===== src/pkg/timer_defs.svh =====
// constants for the sixteen-bit timer counter
`ifndef TIMER_DEFS_SVH
`define TIMER_DEFS_SVH
`define TM_BYTE_W 8
`define TM_CNT_W 16
`define TM_PRE_W 3
`define TM_SEL_W 2
`define TM_CNT_MAX 16'hffff
`define TM_CNT_RST 16'h0000
`define TM_BYTE_RST 8'h00
`define TM_PRE_RST 3'h0
`define TM_PRE_ONE 3'h1
`define TM_MASK_DIV1 3'h0
`define TM_MASK_DIV2 3'h1
`define TM_MASK_DIV4 3'h3
`define TM_MASK_DIV8 3'h7
`define TM_SEL_DIV1 2'h0
`define TM_SEL_DIV2 2'h1
`define TM_SEL_DIV4 2'h2
`define TM_SEL_DIV8 2'h3
`define TM_LO_MSB 7
`define TM_HI_LSB 8
`define TM_HI_MSB 15
`define TM_SYNC_STAGES 2
`endif


===== src/pkg/timer_pkg.sv =====
// types shared by the timer counter and its users
package timer_pkg;
`include "timer_defs.svh"

    typedef struct packed {
        logic timer_on;
        logic ext_source;
        logic no_sync;
        logic wide_access_enable;
        logic [`TM_SEL_W-1:0] prescale_select;
    } timer_control_reg_s;

    typedef struct packed {
        logic rd;
        logic wr;
        logic sel_high;
        logic [`TM_BYTE_W-1:0] wdata;
    } reg_access_s;

    typedef enum logic {
        wait_fall,
        armed
    } edge_arm_e;
endpackage


===== src/hdl/pin_sync.sv =====
// multi-flop synchroniser for an input pin
`timescale 1ns/1ns
`include "timer_defs.svh"
module pin_sync #(
    parameter int STAGES = `TM_SYNC_STAGES
) (
    input wire logic clk,
    input wire logic sys_rst,
    input wire logic clk_en,
    input wire logic pin,
    output logic level
);
    import timer_pkg::*;

    logic [STAGES-1:0] stage;
    logic [STAGES-1:0] next_stage;

    initial begin
        if (STAGES < 2) begin
            $error("pin_sync needs at least two stages");
        end
    end

    // only the next stage ever looks at an inner stage output; the last drives level
    genvar gi;
    generate
        for (gi = 0; gi < STAGES; gi = gi + 1) begin : g_stage
            if (gi == 0) begin : g_first
                always_comb begin
                    next_stage[gi] = pin;
                end
            end else begin : g_rest
                always_comb begin
                    next_stage[gi] = stage[gi-1];
                end
            end
        end
    endgenerate

    always_ff @(posedge clk or posedge sys_rst) begin
        if (sys_rst) begin
            stage <= '0;
        end else if (clk_en) begin
            stage <= next_stage;
        end
    end

    assign level = stage[STAGES-1];
endmodule


===== src/hdl/timer16.sv =====
// sixteen-bit timer counter with prescaler and buffered wide access
//
// How it works
// - prescaler divides count clock by 1/2/4/8
// - hidden prescaler cleared by plain byte writes
// - no-sync mode skips the phase alignment stage
// - async external mode counts during sleep, wakes
// - mode switch may drop or add one count
// - byte reads are clean snapshots; plain-mode pairs can tear
// - wide access makes sixteen bits move together
// - wide mode high byte goes to buffer
// - wide low read captures high into buffer
// - wide high read returns captured buffer
// - wide low write loads high from buffer
// - wide high write leaves prescaler alone
// - external-source counting needs the pin seen low while running first
`timescale 1ns/1ns
`include "timer_defs.svh"
module timer16 #(
    parameter int CNT_W = `TM_CNT_W
) (
    input wire logic clk,
    input wire logic sys_rst,
    input wire logic clk_en,
    input wire timer_pkg::timer_control_reg_s ctrl,
    input wire timer_pkg::reg_access_s acc,
    input wire logic int_tick,
    input wire logic ext_clk_in,
    input wire logic sleep,
    input wire logic ovf_clear,
    output logic [`TM_BYTE_W-1:0] rdata,
    output logic [`TM_CNT_W-1:0] count_value,
    output logic ovf_flag,
    output logic wake
);
    import timer_pkg::*;

    initial begin
        if (CNT_W != 2 * `TM_BYTE_W) begin
            $error("timer16 serves only a two-byte count");
        end
    end

    function automatic logic [`TM_PRE_W-1:0] pre_mask(
        input logic [`TM_SEL_W-1:0] sel
    );
        case (sel)
            `TM_SEL_DIV1: pre_mask = `TM_MASK_DIV1;
            `TM_SEL_DIV2: pre_mask = `TM_MASK_DIV2;
            `TM_SEL_DIV4: pre_mask = `TM_MASK_DIV4;
            default: pre_mask = `TM_MASK_DIV8;
        endcase
    endfunction

    logic ext_s;
    logic ext_d;
    logic ext_prev;
    logic next_ext_d;
    logic next_ext_prev;
    logic pin_lvl;
    logic rise;
    logic run;
    logic src_ev;
    logic hit;
    logic inc;
    edge_arm_e arm;
    edge_arm_e next_arm;
    logic [`TM_PRE_W-1:0] pre;
    logic [`TM_PRE_W-1:0] next_pre;
    logic [`TM_CNT_W-1:0] count;
    logic [`TM_CNT_W-1:0] next_count;
    logic [`TM_BYTE_W-1:0] hbuf;
    logic [`TM_BYTE_W-1:0] next_hbuf;
    logic [`TM_BYTE_W-1:0] next_rdata;
    logic next_ovf;
    logic wr_lo;
    logic wr_hi;
    logic rd_lo;
    logic rd_hi;
    logic cnt_wr;
    logic pre_clr;

    pin_sync #(
        .STAGES(`TM_SYNC_STAGES)
    ) u_ext_sync (
        .clk(clk),
        .sys_rst(sys_rst),
        .clk_en(clk_en),
        .pin(ext_clk_in),
        .level(ext_s)
    );

    assign wr_lo = acc.wr && !acc.sel_high;
    assign wr_hi = acc.wr && acc.sel_high;
    assign rd_lo = acc.rd && !acc.sel_high;
    assign rd_hi = acc.rd && acc.sel_high;

    // the extra stage stands in for phase alignment; bypassing it on a
    // mode change can shift the edge by one sample
    assign pin_lvl = ctrl.no_sync ? ext_s : ext_d;
    assign rise = pin_lvl && !ext_prev;
    // sleep stops the internal clocks, only the async external path runs
    assign run = ctrl.timer_on &&
                 (!sleep || (ctrl.ext_source && ctrl.no_sync));
    assign src_ev = run && (ctrl.ext_source ?
                            (rise && arm == armed) : int_tick);
    assign hit = (pre == pre_mask(ctrl.prescale_select));
    assign inc = src_ev && hit;
    // a high-byte write in wide mode only fills the buffer
    assign cnt_wr = wr_lo || (wr_hi && !ctrl.wide_access_enable);
    assign pre_clr = cnt_wr;

    always_comb begin
        next_ext_d = ext_s;
        next_ext_prev = pin_lvl;
        next_arm = arm;
        if (!ctrl.timer_on || !ctrl.ext_source) begin
            next_arm = wait_fall;
        end else begin
            case (arm)
                wait_fall: begin
                    if (!pin_lvl) begin
                        next_arm = armed;
                    end
                end
                armed: next_arm = armed;
                default: next_arm = wait_fall;
            endcase
        end
    end

    always_ff @(posedge clk or posedge sys_rst) begin
        if (sys_rst) begin
            ext_d <= 1'b0;
            ext_prev <= 1'b0;
            arm <= wait_fall;
        end else if (clk_en) begin
            ext_d <= next_ext_d;
            ext_prev <= next_ext_prev;
            arm <= next_arm;
        end
    end

    always_comb begin
        next_pre = pre;
        next_count = count;
        next_hbuf = hbuf;
        next_rdata = rdata;
        next_ovf = ovf_flag;
        if (pre_clr) begin
            next_pre = `TM_PRE_RST;
        end else if (src_ev) begin
            next_pre = hit ? `TM_PRE_RST : pre + `TM_PRE_ONE;
        end
        if (inc) begin
            next_count = count + `TM_CNT_W'(1);
        end
        // writes beat a same-cycle increment in the bytes they load; see the software ordering
        if (wr_lo) begin
            if (ctrl.wide_access_enable) begin
                next_count = {hbuf, acc.wdata};
            end else begin
                next_count[`TM_LO_MSB:0] = acc.wdata;
            end
        end
        if (wr_hi) begin
            if (ctrl.wide_access_enable) begin
                next_hbuf = acc.wdata;
            end else begin
                next_count[`TM_HI_MSB:`TM_HI_LSB] = acc.wdata;
            end
        end
        // one clock domain, so each byte read is a clean snapshot
        if (rd_lo) begin
            next_rdata = count[`TM_LO_MSB:0];
            if (ctrl.wide_access_enable && !wr_hi) begin
                next_hbuf = count[`TM_HI_MSB:`TM_HI_LSB];
            end
        end else if (rd_hi) begin
            next_rdata = ctrl.wide_access_enable ? hbuf :
                         count[`TM_HI_MSB:`TM_HI_LSB];
        end
        if (ovf_clear) begin
            next_ovf = 1'b0;
        end
        if (inc && count == `TM_CNT_MAX && !cnt_wr) begin
            next_ovf = 1'b1;
        end
    end

    always_ff @(posedge clk or posedge sys_rst) begin
        if (sys_rst) begin
            pre <= `TM_PRE_RST;
            count <= `TM_CNT_RST;
            hbuf <= `TM_BYTE_RST;
            rdata <= `TM_BYTE_RST;
            ovf_flag <= 1'b0;
        end else if (clk_en) begin
            pre <= next_pre;
            count <= next_count;
            hbuf <= next_hbuf;
            rdata <= next_rdata;
            ovf_flag <= next_ovf;
        end
    end

    assign count_value = count;
    assign wake = ovf_flag && sleep;
endmodule


===== config.mk =====
export PLATFORM = sky130hd
export DESIGN_NAME = timer16
export DESIGN_NICKNAME = d
export VERILOG_FILES = /design/src/pkg/timer_pkg.sv /design/src/hdl/pin_sync.sv /design/src/hdl/timer16.sv
export VERILOG_INCLUDE_DIRS = /design/src /design/src/pkg
export SDC_FILE = /design/constraint.sdc
export NUM_CORES = 1
export LEC_CHECK = 0
export ABC_AREA = 1
export BUFFER_PORTS_ARGS = -buffer_cell sky130_fd_sc_hd__buf_2
export CAP_MARGIN = 25
export CORE_ASPECT_RATIO = 1.75
export CORE_UTILIZATION = 55
export CTS_CLUSTER_DIAMETER = 50
export DETAILED_ROUTE_END_ITERATION = 8
export GPL_TIMING_DRIVEN = 0
export PLACE_DENSITY = 0.79
export SKIP_CTS_REPAIR_TIMING = 1
export SYNTH_ARGS = -nofsm -noshare
export SYNTH_HDL_FRONTEND = slang
export SYNTH_SLANG_ARGS = --single-unit

===== constraint.sdc =====
create_clock -name clk -period 2.7 [get_ports clk]
set_clock_uncertainty 0.05 [all_clocks]
set_input_delay 0.135 -clock clk [delete_from_list [all_inputs] [get_ports clk]]
set_output_delay 0.135 -clock clk [all_outputs]
set_load 0.01 [all_outputs]

==> results.rst, run 1 <==
.. list-table::
   :header-rows: 1

   * - Metric
     - Value
   * - Cell taking the most area after synthesis
     - dfrtp_1
   * - Final routed wire length divided by cell count
     - 15.6 µm
   * - Switching portion of total power
     - 36.2%
   * - Reg2Reg Depth
     - 9
   * - Number of enable flip-flop cells after synthesis
     - 0
   * - CTS tree
     - yes
   * - Antenna Nets Post-Route
     - 0
   * - GRT overflow
     - 0
   * - Via count
     - 2952
   * - Crit path DAT
     - 2.04 ns
   * - Detailed-routing iteration count for the pre-antenna-repair pass
     - 4
   * - Maximum number of pins on one net before global-route repair
     - 42
   * - Longest Clk Path Bufs
     - 2
   * - Switching Power
     - 714 µW
   * - Root buffer cell
     - clkbuf_8
   * - Category of the worst setup path launch point
     - register
   * - Max-cap violations
     - 0
   * - Number of instances in the placed design
     - 506
   * - Met3 GRT Util
     - 4.03%
   * - Proportion of register bits with asynchronous set or reset after synthesis
     - 100%
   * - H-tree depth
     - 2
   * - Overall die width
     - 55.6 µm
   * - Final Total Pwr
     - 1970 µW
   * - CP Cell Sequence
     - ha_1, nand2_1, nor2_1, nand2_1, xor2_1, nand2_1, nand3_1, nand2_1, a21oi_2
   * - Synth unique cells
     - 32
   * - Met2 demand-to-capacity share in global routing
     - 57.7%
   * - CP Capture Type
     - register
   * - Kind of cell with the highest combined delay on the critical path
     - simple AND/OR/NAND/NOR gates
   * - Latest clock arrival within the worst-skew pair
     - 0.30 ns
   * - Wire length of the first global-routing pass
     - 12900 µm
   * - GPL Wtd Cong
     - 0.923
   * - Highest achievable clock rate
     - 535 MHz
   * - Proportion of netlist area held by the largest area contributor
     - 37.1%
   * - Leakage power total
     - 0.00170 µW
   * - Number of remaining DRC errors
     - 0
   * - Die Y-Extent
     - 95.8 µm
   * - Critical Path RT
     - 2.87 ns
   * - Critical-path maximum fanout
     - 6
   * - Sequential share of power
     - 43.4%
   * - Cell with the most instances after synthesis
     - nand2_1
   * - Antenna violations before repair
     - 0
   * - Most common cell on crit path
     - nand2_1
   * - Count of fill cells added during filler insertion
     - 454
   * - GRT Overall Usage
     - 31.7%
   * - Run status
     - finished, violations left
   * - Hold Worst Slack
     - -0.0364 ns
   * - Net Count, Synth
     - 432
   * - Global route hottest layer
     - met2
   * - Portion of total power attributed to combinational logic
     - 30.3%
   * - RSZ-0062 raised after global routing
     - false
   * - Yosys reg bits
     - 41
   * - DRT iter0 DRCs
     - 170
   * - Area of the mapped netlist
     - 2770 µm²
   * - Final period demand of the worst path
     - 1.87 ns
   * - Vias in the first global route
     - 2767
   * - Initial standard-cell utilization of the core
     - 58.3%
   * - Sequential-to-total area share from yosys stat
     - 37.1%
   * - Cell with the biggest individual delay on the critical path
     - dfrtp_1
   * - Actual slew at the worst max-slew pin
     - 0.875 ns
   * - Site row count
     - 33
   * - Share of layout cells above drive strength 1
     - 19.3%
   * - Area delta synth->final
     - 15.2%
   * - Total count of max-transition violations in the final report
     - 0
   * - Boundary Pins
     - 50
   * - Top cells by area in the synthesized netlist
     - dfrtp_1, nand2_1, inv_1
   * - Core ar.
     - 4750 µm²
   * - Cell Count, Final, Fillers Out
     - 514
   * - Met1 routing resource usage after global routing
     - 33.5%
   * - Clock group share of total power
     - 26.3%
   * - Number of I/O port buffers
     - 48
   * - Worst flop-to-flop path startpoint
     - count_value[1]$_DFFE_PP0P_
   * - Count of mapped cells out of synthesis
     - 406
   * - Number of warning messages in the yosys log
     - 0
   * - Setup tns final
     - 0 ns
   * - TritonCTS Sinks
     - 41
   * - Startpoint-to-endpoint class of the critical path
     - reg2reg
   * - Worst min-delay path category
     - in2async
   * - Combined area of the multi-input logic cells
     - 1470 µm²
   * - Relative slew slack
     - 41.6%
   * - Failing checks
     - hold timing
   * - # nets final
     - 487
   * - Average cell area after synthesis
     - 6.82 µm²
   * - Destination of the worst register-to-register timing path
     - count_value[8]$_DFFE_PP0P_
   * - Number of CTS-inserted buffers
     - 5
   * - Total of endpoints with negative setup slack in the final report
     - 0
   * - Final antenna diode count
     - 0
   * - Delay of the slowest cell on the worst path
     - 0.46 ns
   * - HPWL after detailed placement
     - 5970 µm
   * - Ratio of total power to cell area
     - 618 nW/µm²
   * - Internal cell power
     - 1260 µW
   * - Peak VDD IR
     - 0.524 mV
   * - Die Footprint
     - 5330 µm²
   * - Main flop type after synthesis
     - dfrtp_1
   * - Post-route clock period utilization
     - 69.2%
   * - Clock slew at the register clock pins of the worst setup and hold paths
     - 0.08 ns
   * - Reg-to-reg setup timing slack
     - 0.83 ns
   * - Total Routed Length
     - 8020 µm
   * - Buffer and inverter count on the worst path
     - 0
   * - Cell types with the highest counts after synthesis
     - nand2_1, inv_1, dfrtp_1
   * - Area used by sequential logic in the layout
     - 1030 µm²
   * - Post-layout util
     - 67.2%
   * - Via density
     - 5.74
   * - Number of failing hold endpoints at the final stage
     - 41
[cells by family (layout without fill, tap and decap cells)]
| kind of cell | count (synthesis) | count (layout) | share of synthesized area [%] |
|---|---|---|---|
| flip-flops | 41 | 41 | 37.1 |
| AND/OR/NAND/NOR | 202 | 202 | 30.2 |
| buffers and inverters | 68 | 124 | 9.76 |
| AO/OA/AOI/OAI | 84 | 84 | 19.2 |
| adder cells (fa/ha/maj) | 2 | 2 | 0.904 |
| XOR/XNOR | 9 | 9 | 2.85 |
[how the worst max path moves through the flow]
stage | from | to | slack [ns] | cells after the start
4_1_cts | count_value[1]$_DFFE_PP0P_ | count_value[8]$_DFFE_PP0P_ | 0.84 | 9
3_3_place_gp | count_value[1]$_DFFE_PP0P_ | count_value[8]$_DFFE_PP0P_ | 0.94 | 9
6_report | count_value[1]$_DFFE_PP0P_ | count_value[8]$_DFFE_PP0P_ | 0.83 | 9
5_1_grt | count_value[1]$_DFFE_PP0P_ | count_value[8]$_DFFE_PP0P_ | 0.71 | 9
3_5_place_dp | count_value[1]$_DFFE_PP0P_ | count_value[8]$_DFFE_PP0P_ | 0.91 | 9
2_1_floorplan | count_value[0]$_DFFE_PP0P_ | count_value[8]$_DFFE_PP0P_ | 1.10 | 9
[final cells by class]
| cell class | count | share of cell area, % |
|---|---|---|
| Multi-Input combinational cell | 297 | 46.1 |
| Sequential cell | 41 | 32.2 |
| Timing Repair Buffer | 48 | 7.53 |
| Inverter | 59 | 7.02 |
| Clock buffer | 7 | 2.71 |
| Tap cell | 52 | 2.04 |
| Buffer | 9 | 1.45 |
| Clock inverter | 1 | 0.942 |
[worst register-to-register path, delay by kind of cell, from the launching register on]
kind,cells,cell delay [ns]
simple gates,6,0.72
flops,1,0.46
fa+ha+maj,1,0.27
xor+xnor,1,0.17
compound gates,1,0.13
[state kept, by name (all words and copies together), names as in the netlist]
| name | cells |
|---|---|
| pre | 3 |
| ext_d | 1 |
| u_ext_sync.stage | 2 |
| rdata | 8 |
| hbuf | 8 |
| count_value | 16 |
| arm | 1 |
| ext_prev | 1 |
| ovf_flag | 1 |
[layout by cell type, fill, tap and decap left out, drive strengths merged]
cell and instances:
xor2 6, buf 52, clkinv 1, xnor2 3, dfrtp 41, nand4 5
inv 58, a22oi 7, o21ai 33, nor3 1, o22ai 15, o31ai 1
a2bb2oi 1, a31oi 1, nand3 21, a21oi 23, a211oi 3, clkbuf 12
nor2 42, bufinv 1, ha 2, nand2 133
[per-stage QoR]
stage	area (µm²)	worst slack, ns
2_1_floorplan	2770	1.10
6_report	3190	0.831
3_5_place_dp	3070	0.905
4_1_cts	3190	0.843
5_1_grt	3190	0.707
3_3_place_gp	3070	0.942
[routing by layer]
metal	vias to the layer above	wire length (µm)
li1	1416	-
met1	1373	2970
met2	119	4150
met3	44	381
met4	0	527
met5	-	0
[power groups by stage]
| stage | registers (µW) | logic, µW | clock network, µW |
|---|---|---|---|
| after global routing | 868 | 671 | 548 |
| final | 855 | 597 | 518 |
| after detailed placement | 863 | 594 | 0 |
| after floorplan | 857 | 392 | 0 |
| after global placement | 858 | 576 | 0 |
| after CTS | 851 | 598 | 527 |
Power figures use the tool's default switching activity.
==> run 2, diff against run 1 <==
Settings changed: ABC_AREA 1 to 0, PLACE_DENSITY 0.79 to 0.8.
Clock period 2.7 ns to 2 ns, I/O delays scaled along.
==> run 2 against run 1 <==
The run ends with hold timing, setup timing left. Maximum frequency is 16% lower. Area after synthesis is 7.2% lower. Final area decreased by 2.8%. Register-to-register slack got worse by 1.1 ns. Critical path type unchanged. Largest cell class unchanged. Critical path depth decreased by 4. Hold slack got worse by 0.025 ns. Synthesized cell count fell by 24%.
==> results.rst, run 2 <==
.. list-table::
   :header-rows: 1

   * - Metric
     - Value
   * - Cell types with the highest counts after synthesis
     - nand2_1, dfrtp_1, a21oi_1 (was nand2_1, inv_1, dfrtp_1)
   * - GPL Wtd Cong
     - 0.965 (was 0.923)
   * - Top cells by area in the synthesized netlist
     - dfrtp_1, nand2_1, a21oi_1 (was dfrtp_1, nand2_1, inv_1)
   * - Total of endpoints with negative setup slack in the final report
     - 17 (was 0)
   * - Leakage power total
     - 0.00135 µW (was 0.00170 µW)
   * - TritonCTS Sinks
     - 41 (unchanged)
   * - Synth unique cells
     - 50 (was 32)
   * - Number of enable flip-flop cells after synthesis
     - 0 (unchanged)
   * - Latest clock arrival within the worst-skew pair
     - 0.30 ns (about the same)
   * - DRT iter0 DRCs
     - 134 (was 170)
   * - Setup tns final
     - -1.99 ns (was 0 ns)
   * - Vias in the first global route
     - 2587 (was 2767)
   * - Detailed-routing iteration count for the pre-antenna-repair pass
     - 5 (was 4)
   * - CP Capture Type
     - register (unchanged)
   * - Run status
     - finished, violations left (unchanged)
   * - H-tree depth
     - 2 (unchanged)
   * - Initial standard-cell utilization of the core
     - 57.8% (was 58.3%)
   * - Clock slew at the register clock pins of the worst setup and hold paths
     - 0.08 ns (about the same)
   * - Cell taking the most area after synthesis
     - dfrtp_1 (unchanged)
   * - Most frequent cells in the layout
     - nand2_1, buf_2, dfrtp_1 (was nand2_1, buf_2, inv_1)
   * - Highest achievable clock rate
     - 450 MHz (was 535 MHz)
   * - Post-route clock period utilization
     - 111% (was 69.2%)
   * - Proportion of netlist area held by the largest area contributor
     - 40.0% (was 37.1%)
   * - Die Y-Extent
     - 92.4 µm (was 95.8 µm)
   * - Startpoint-to-endpoint class of the critical path
     - reg2reg (unchanged)
   * - GRT Overall Usage
     - 34.9% (was 31.7%)
   * - Total Routed Length
     - 7900 µm (was 8020 µm)
   * - Sequential-to-total area share from yosys stat
     - 40.0% (was 37.1%)
   * - Core ar.
     - 4440 µm² (was 4750 µm²)
   * - Cell with the biggest individual delay on the critical path
     - or4_4 (was dfrtp_1)
   * - Via density
     - 6.48 (was 5.74)
   * - Number of failing hold endpoints at the final stage
     - 41 (unchanged)
   * - GRT overflow
     - 0 (unchanged)
   * - Final Total Pwr
     - 2560 µW (was 1970 µW)
   * - Final period demand of the worst path
     - 2.22 ns (was 1.87 ns)
   * - CP Cell Sequence
     - or4_4, mux2i_4, o211ai_4, or3_4, o311a_1 (was ha_1, nand2_1, nor2_1, nand2_1, xor2_1, nand2_1, nand3_1, nand2_1, a21oi_2)
   * - Die Footprint
     - 4960 µm² (was 5330 µm²)
   * - Number of warning messages in the yosys log
     - 0 (unchanged)
   * - Ratio of total power to cell area
     - 824 nW/µm² (was 618 nW/µm²)
   * - Number of CTS-inserted buffers
     - 5 (unchanged)
   * - Maximum number of pins on one net before global-route repair
     - 42 (unchanged)
   * - Relative slew slack
     - 40.7% (was 41.6%)
   * - Number of remaining DRC errors
     - 0 (unchanged)
   * - Antenna violations before repair
     - 0 (unchanged)
   * - Wire length of the first global-routing pass
     - 12600 µm (was 12900 µm)
   * - Proportion of register bits with asynchronous set or reset after synthesis
     - 100% (unchanged)
   * - Crit path DAT
     - 2.36 ns (was 2.04 ns)
   * - Area of the mapped netlist
     - 2570 µm² (was 2770 µm²)
   * - CTS tree
     - yes (unchanged)
   * - Hold Worst Slack
     - -0.0612 ns (was -0.0364 ns)
   * - Actual slew at the worst max-slew pin
     - 0.888 ns (was 0.875 ns)
   * - Net Count, Synth
     - 335 (was 432)
   * - Critical-path maximum fanout
     - 5 (was 6)
   * - Average cell area after synthesis
     - 8.31 µm² (was 6.82 µm²)
   * - Total count of max-transition violations in the final report
     - 0 (unchanged)
   * - Max reg flops
     - 16 (unchanged)
   * - Final antenna diode count
     - 0 (unchanged)
   * - Most common library cell in the layout ignoring fill and taps
     - nand2_1 (unchanged)
   * - Main flop type after synthesis
     - dfrtp_1 (unchanged)
   * - Antenna Nets Post-Route
     - 0 (unchanged)
   * - Reg2Reg Depth
     - 5 (was 9)
   * - Longest Clk Path Bufs
     - 2 (unchanged)
   * - Count of fill cells added during filler insertion
     - 379 (was 454)
   * - Overall die width
     - 53.6 µm (was 55.6 µm)
   * - Peak VDD IR
     - 0.543 mV (was 0.524 mV)
   * - Cell with the most instances after synthesis
     - nand2_1 (unchanged)
   * - Number of I/O port buffers
     - 48 (unchanged)
   * - Worst min-delay path category
     - in2async (unchanged)
   * - Final worst-path setup slack
     - -0.223 ns (was 0.831 ns)
   * - Area delta synth->final
     - 20.7% (was 15.2%)
   * - Boundary Pins
     - 50 (unchanged)
   * - Failing checks
     - hold timing, setup timing (was hold timing)
   * - # nets final
     - 397 (was 487)
   * - Count of mapped cells out of synthesis
     - 309 (was 406)
   * - Via count
     - 2739 (was 2952)
   * - Root buffer cell
     - clkbuf_8 (unchanged)
   * - RSZ-0062 raised after global routing
     - true (was false)
   * - Max-cap violations
     - 0 (unchanged)
   * - Critical Path RT
     - 2.13 ns (was 2.87 ns)
   * - Yosys reg bits
     - 41 (unchanged)
   * - HPWL after detailed placement
     - 5740 µm (was 5970 µm)
   * - Site row count
     - 32 (was 33)
   * - Category of the worst setup path launch point
     - register (unchanged)
   * - Final routed wire length divided by cell count
     - 18.7 µm (was 15.6 µm)
   * - Delay of the slowest cell on the worst path
     - 0.56 ns (was 0.46 ns)
   * - Share of layout cells above drive strength 1
     - 24.2% (was 19.3%)
run 2: changes by cell type in the layout (fill, tap and decap cells not counted), sizes merged, moves of 5 or more:
cell,change
a21oi,+13
a22oi,-7
buf,+7
inv,-52
mux2i,+10
nand2,-80
nand2b,+5
nand3,-9
nor2,-26
nor2b,+6
xor2,-6
run 2: kinds of logic (layout without fill, tap and decap cells):
kind of cell / after synthesis / in the layout / synth area share, %
AOI/OAI and AO/OA: 115 / 115 / 28.0
xor gates and xnor gates: 1 / 1 / 0.341
adders and majority gates: 2 / 2 / 0.975
buffers and inverters: 22 / 85 / 3.51
DFF: 41 / 41 / 40.0
muxes: 13 / 13 / 5.70
and+or+nand+nor: 115 / 115 / 21.5
run 2: area by class of cell:
cell class / instances / area [µm²] / share of cell area [%]
Buffer: 16 / 67.6 / 2.18
Clock buffer: 5 / 68.8 / 2.22
Clock inverter: 3 / 17.5 / 0.565
Inverter: 6 / 22.5 / 0.727
Multi-Input combinational cell: 246 / 1540 / 49.6
Sequential cell: 41 / 1030 / 33.1
Tap cell: 51 / 63.8 / 2.06
Timing Repair Buffer: 55 / 295 / 9.53
run 2: per-layer routing:
metal	up-vias	routed length (µm)	global-route usage, %
met4	0	542	20.4
met2	144	3870	56.1
li1	1269	-	-
met1	1281	3000	43.6
met3	45	486	2.96
met5	-	0	0
run 2: stage by stage:
stage	instance area [µm²]	setup WS [ns]	cells	hold WS (ns)	util [%]
after floorplan	2590	-0.0813	309	0.184	-
after global placement	2900	-0.182	408	0.284	65.2
after detailed placement	2900	-0.226	408	0.279	65.2
after CTS	2980	-0.262	416	-0.0418	67.1
after global routing	3100	-0.294	423	0.0337	69.7
final	3100	-0.223	423	-0.0612	69.7
run 2: report_power, final:
| part | internal, µW | switching, µW |
|---|---|---|
| clock network | 241 | 305 |
| registers | 994 | 207 |
| logic | 343 | 465 |
| total | 1580 | 976 |
run 2: path summary, 6_finish.rpt:
kind | start | endpoint | slack, ns
worst min register to register | rdata[5]$_DFFE_PP0P_ | rdata[5]$_DFFE_PP0P_ | 0.43
min in group clk | ctrl[4] | arm$_DFFE_PP0P_ | 0.03
worst min-delay path | sys_rst | count_value[8]$_DFFE_PP0P_ | -0.06
worst max-delay path | pre[2]$_DFFE_PP0P_ | count_value[15]$_DFFE_PP0P_ | -0.22
worst max register to register | pre[2]$_DFFE_PP0P_ | count_value[15]$_DFFE_PP0P_ | -0.22
max in group asynchronous | sys_rst | count_value[0]$_DFFE_PP0P_ | 1.36
run 2: critical path: cells and delay by family (launching register included):
kind	cells	cell delay (ns)
compound gates	2	0.46
mux	1	0.22
simple gates	2	0.96
flops	1	0.42
==> run 3, diff against run 2 <==
==> constraint.sdc (replaced) <==
create_clock -name clk -period 2 [get_ports clk]
set_clock_uncertainty 0.05 [all_clocks]
set_input_delay 0.6 -clock clk [delete_from_list [all_inputs] [get_ports clk]]
set_output_delay 0.6 -clock clk [all_outputs]
set_load 0.01 [all_outputs]
==> run 3 against run 2 <==
The run ends with setup timing left. Final area rose by 3.2%. Utilization rose by 2.2 points. Via count rose by 0.29%. Combinational power rose by 6.2%. Largest cell class unchanged. Highest routed layer unchanged.
==> results.rst, run 3 (synthesis gave the netlist of run 2 again) <==
.. list-table::
   :header-rows: 1

   * - Metric
     - Value
   * - Overall die width
     - 53.6 µm (unchanged)
   * - Final worst-path setup slack
     - -0.216 ns (was -0.223 ns)
   * - Category of the worst setup path launch point
     - register (unchanged)
   * - DRT iter0 DRCs
     - 154 (was 134)
   * - Via count
     - 2747 (was 2739)
   * - Cell Count, Final, Fillers Out
     - 426 (was 423)
   * - Cell with the biggest individual delay on the critical path
     - or4_4 (unchanged)
   * - Run status
     - finished, violations left (unchanged)
   * - Root buffer cell
     - clkbuf_8 (unchanged)
   * - Crit path DAT
     - 2.35 ns (was 2.36 ns)
   * - Critical-path maximum fanout
     - 6 (was 5)
   * - Initial standard-cell utilization of the core
     - 57.8% (unchanged)
   * - Antenna Nets Post-Route
     - 0 (unchanged)
   * - Worst flop-to-flop path startpoint
     - pre[1]$_DFFE_PP0P_ (was pre[2]$_DFFE_PP0P_)
   * - Number of failing hold endpoints at the final stage
     - 0 (was 41)
   * - Ratio of total power to cell area
     - 818 nW/µm² (was 824 nW/µm²)
   * - Startpoint-to-endpoint class of the critical path
     - reg2reg (unchanged)
   * - Failing checks
     - setup timing (was hold timing, setup timing)
   * - Total Routed Length
     - 8110 µm (was 7900 µm)
   * - GPL Wtd Cong
     - 0.960 (was 0.965)
   * - HPWL after detailed placement
     - 5770 µm (was 5740 µm)
   * - Actual slew at the worst max-slew pin
     - 0.886 ns (was 0.888 ns)
   * - Final antenna diode count
     - 0 (unchanged)
   * - Met1 Routed Length
     - 3030 µm (was 3000 µm)
   * - Max reg flops
     - 16 (unchanged)
   * - Worst min-delay path category
     - in2async (unchanged)
   * - Peak VDD IR
     - 0.860 mV (was 0.543 mV)
   * - Final routed wire length divided by cell count
     - 19.0 µm (was 18.7 µm)
   * - Detailed-routing iteration count for the pre-antenna-repair pass
     - 5 (unchanged)
   * - Core ar.
     - 4440 µm² (unchanged)
   * - Site row count
     - 32 (unchanged)
   * - Area delta synth->final
     - 24.6% (was 20.7%)
   * - Share of layout cells above drive strength 1
     - 26.9% (was 24.2%)
   * - Number of remaining DRC errors
     - 0 (unchanged)
   * - Total length of routed met3 wires
     - 529 µm (was 486 µm)
   * - Area used by sequential logic in the layout
     - 1030 µm² (unchanged)
   * - Maximum number of pins on one net before global-route repair
     - 42 (unchanged)
   * - Die Footprint
     - 4960 µm² (unchanged)
   * - RSZ-0062 raised after global routing
     - true (unchanged)
   * - Vias in the first global route
     - 2515 (was 2587)
   * - Final period demand of the worst path
     - 2.22 ns (about the same)
   * - GRT Overall Usage
     - 34.8% (was 34.9%)
   * - Critical Path RT
     - 2.14 ns (was 2.13 ns)
   * - Total of endpoints with negative setup slack in the final report
     - 16 (was 17)
   * - Combined area of the multi-input logic cells
     - 1610 µm² (was 1540 µm²)
   * - Reg-to-reg setup timing slack
     - -0.22 ns (about the same)
   * - Latest clock arrival within the worst-skew pair
     - 0.30 ns (about the same)
   * - Most common library cell in the layout ignoring fill and taps
     - nand2_1 (unchanged)
   * - CP Cell Sequence
     - or4_4, mux2i_4, o211ai_4, or3_4, o311a_1 (unchanged)
   * - TritonCTS Sinks
     - 41 (unchanged)
   * - Number of CTS-inserted buffers
     - 5 (unchanged)
   * - Relative slew slack
     - 40.9% (was 40.7%)
   * - Most frequent cells in the layout
     - nand2_1, buf_2, dfrtp_1 (unchanged)
   * - Destination of the worst register-to-register timing path
     - count_value[15]$_DFFE_PP0P_ (unchanged)
   * - Reg2Reg Depth
     - 5 (unchanged)
   * - Via density
     - 6.45 (was 6.48)
   * - Top layer used by detailed routing
     - met4 (unchanged)
   * - GRT overflow
     - 0 (unchanged)
   * - Number of instances in the placed design
     - 408 (unchanged)
   * - H-tree depth
     - 2 (unchanged)
   * - Met2 wire length
     - 4190 µm (was 3870 µm)
   * - CTS tree
     - yes (unchanged)
   * - Leakage power total
     - 0.00139 µW (was 0.00135 µW)
   * - Die Y-Extent
     - 92.4 µm (unchanged)
   * - Setup tns final
     - -1.70 ns (was -1.99 ns)
   * - Total count of max-transition violations in the final report
     - 0 (unchanged)
   * - Delay of the slowest cell on the worst path
     - 0.54 ns (was 0.56 ns)
   * - Wire length of the first global-routing pass
     - 12400 µm (was 12600 µm)
   * - Boundary Pins
     - 50 (unchanged)
   * - CP Capture Type
     - register (unchanged)
   * - Count of fill cells added during filler insertion
     - 372 (was 379)
   * - Antenna violations before repair
     - 0 (unchanged)
   * - Max-cap violations
     - 0 (unchanged)
   * - # nets final
     - 400 (was 397)
   * - Clock slew at the register clock pins of the worst setup and hold paths
     - 0.08 ns (about the same)
   * - Longest Clk Path Bufs
     - 2 (unchanged)
   * - Highest achievable clock rate
     - 451 MHz (was 450 MHz)
   * - Post-route clock period utilization
     - 111% (about the same)
   * - Number of I/O port buffers
     - 48 (unchanged)
[run 3: changes by cell type in the layout (fill, tap and decap cells not counted), sizes merged]
cell / delta
buf: +4
dlygate4sd3: -1
[run 3: worst max-delay path by stage]
stage,from,end,slack [ns],cells past startpoint
final,pre[1]$_DFFE_PP0P_,count_value[15]$_DFFE_PP0P_,-0.22,5
after CTS,count_value[0]$_DFFE_PP0P_,count_value[12]$_DFFE_PP0P_,-0.34,7
after global placement,ctrl[1],count_value[5]$_DFFE_PP0P_,-0.46,7
after detailed placement,ctrl[1],count_value[11]$_DFFE_PP0P_,-0.48,7
after floorplan,ctrl[1],count_value[15]$_DFFE_PP0P_,-0.24,5
after global routing,pre[1]$_DFFE_PP0P_,count_value[15]$_DFFE_PP0P_,-0.26,5
[run 3: final cells by class]
cell class | count | share of cell area, %
Buffer | 16 | 2.11
Clock buffer | 5 | 2.15
Clock inverter | 3 | 0.548
Inverter | 6 | 0.704
Multi-Input combinational cell | 246 | 50.2
Sequential cell | 41 | 32.1
Tap cell | 51 | 2.00
Timing Repair Buffer | 58 | 10.2
[run 3: critical path: cells and delay by family (launching register included)]
kind / cells / cell delay (ns)
AND/OR/NAND/NOR: 2 / 0.93
AO/OA/AOI/OAI: 2 / 0.44
multiplexers: 1 / 0.24
flip-flops: 1 / 0.43
[run 3: metrics by stage]
stage	utilization [%]	power (µW)	hold WS (ns)	setup slack (ns)	instance area, µm²
final	72.0	2620	0.426	-0.216	3200
after detailed placement	65.3	1960	0.415	-0.481	2900
after global placement	65.3	1920	0.407	-0.462	2900
after CTS	67.2	2500	0.435	-0.337	2990
after floorplan	-	1660	0.425	-0.239	2600
after global routing	72.0	2760	0.456	-0.261	3200
[run 3: where the power goes]
group | switching, µW | internal, µW | leakage (µW) | total [µW]
clock network | 312 | 241 | 0.0000439 | 553
registers | 212 | 994 | 0.000481 | 1210
logic | 485 | 373 | 0.000861 | 858
total | 1010 | 1610 | 0.00139 | 2620
[run 3: layer usage]
metal  track usage (%)  vias up
met5                 0        -
met4              17.1        0
met3              4.43       25
met2              57.5      150
met1              42.8     1300
li1                  -     1272
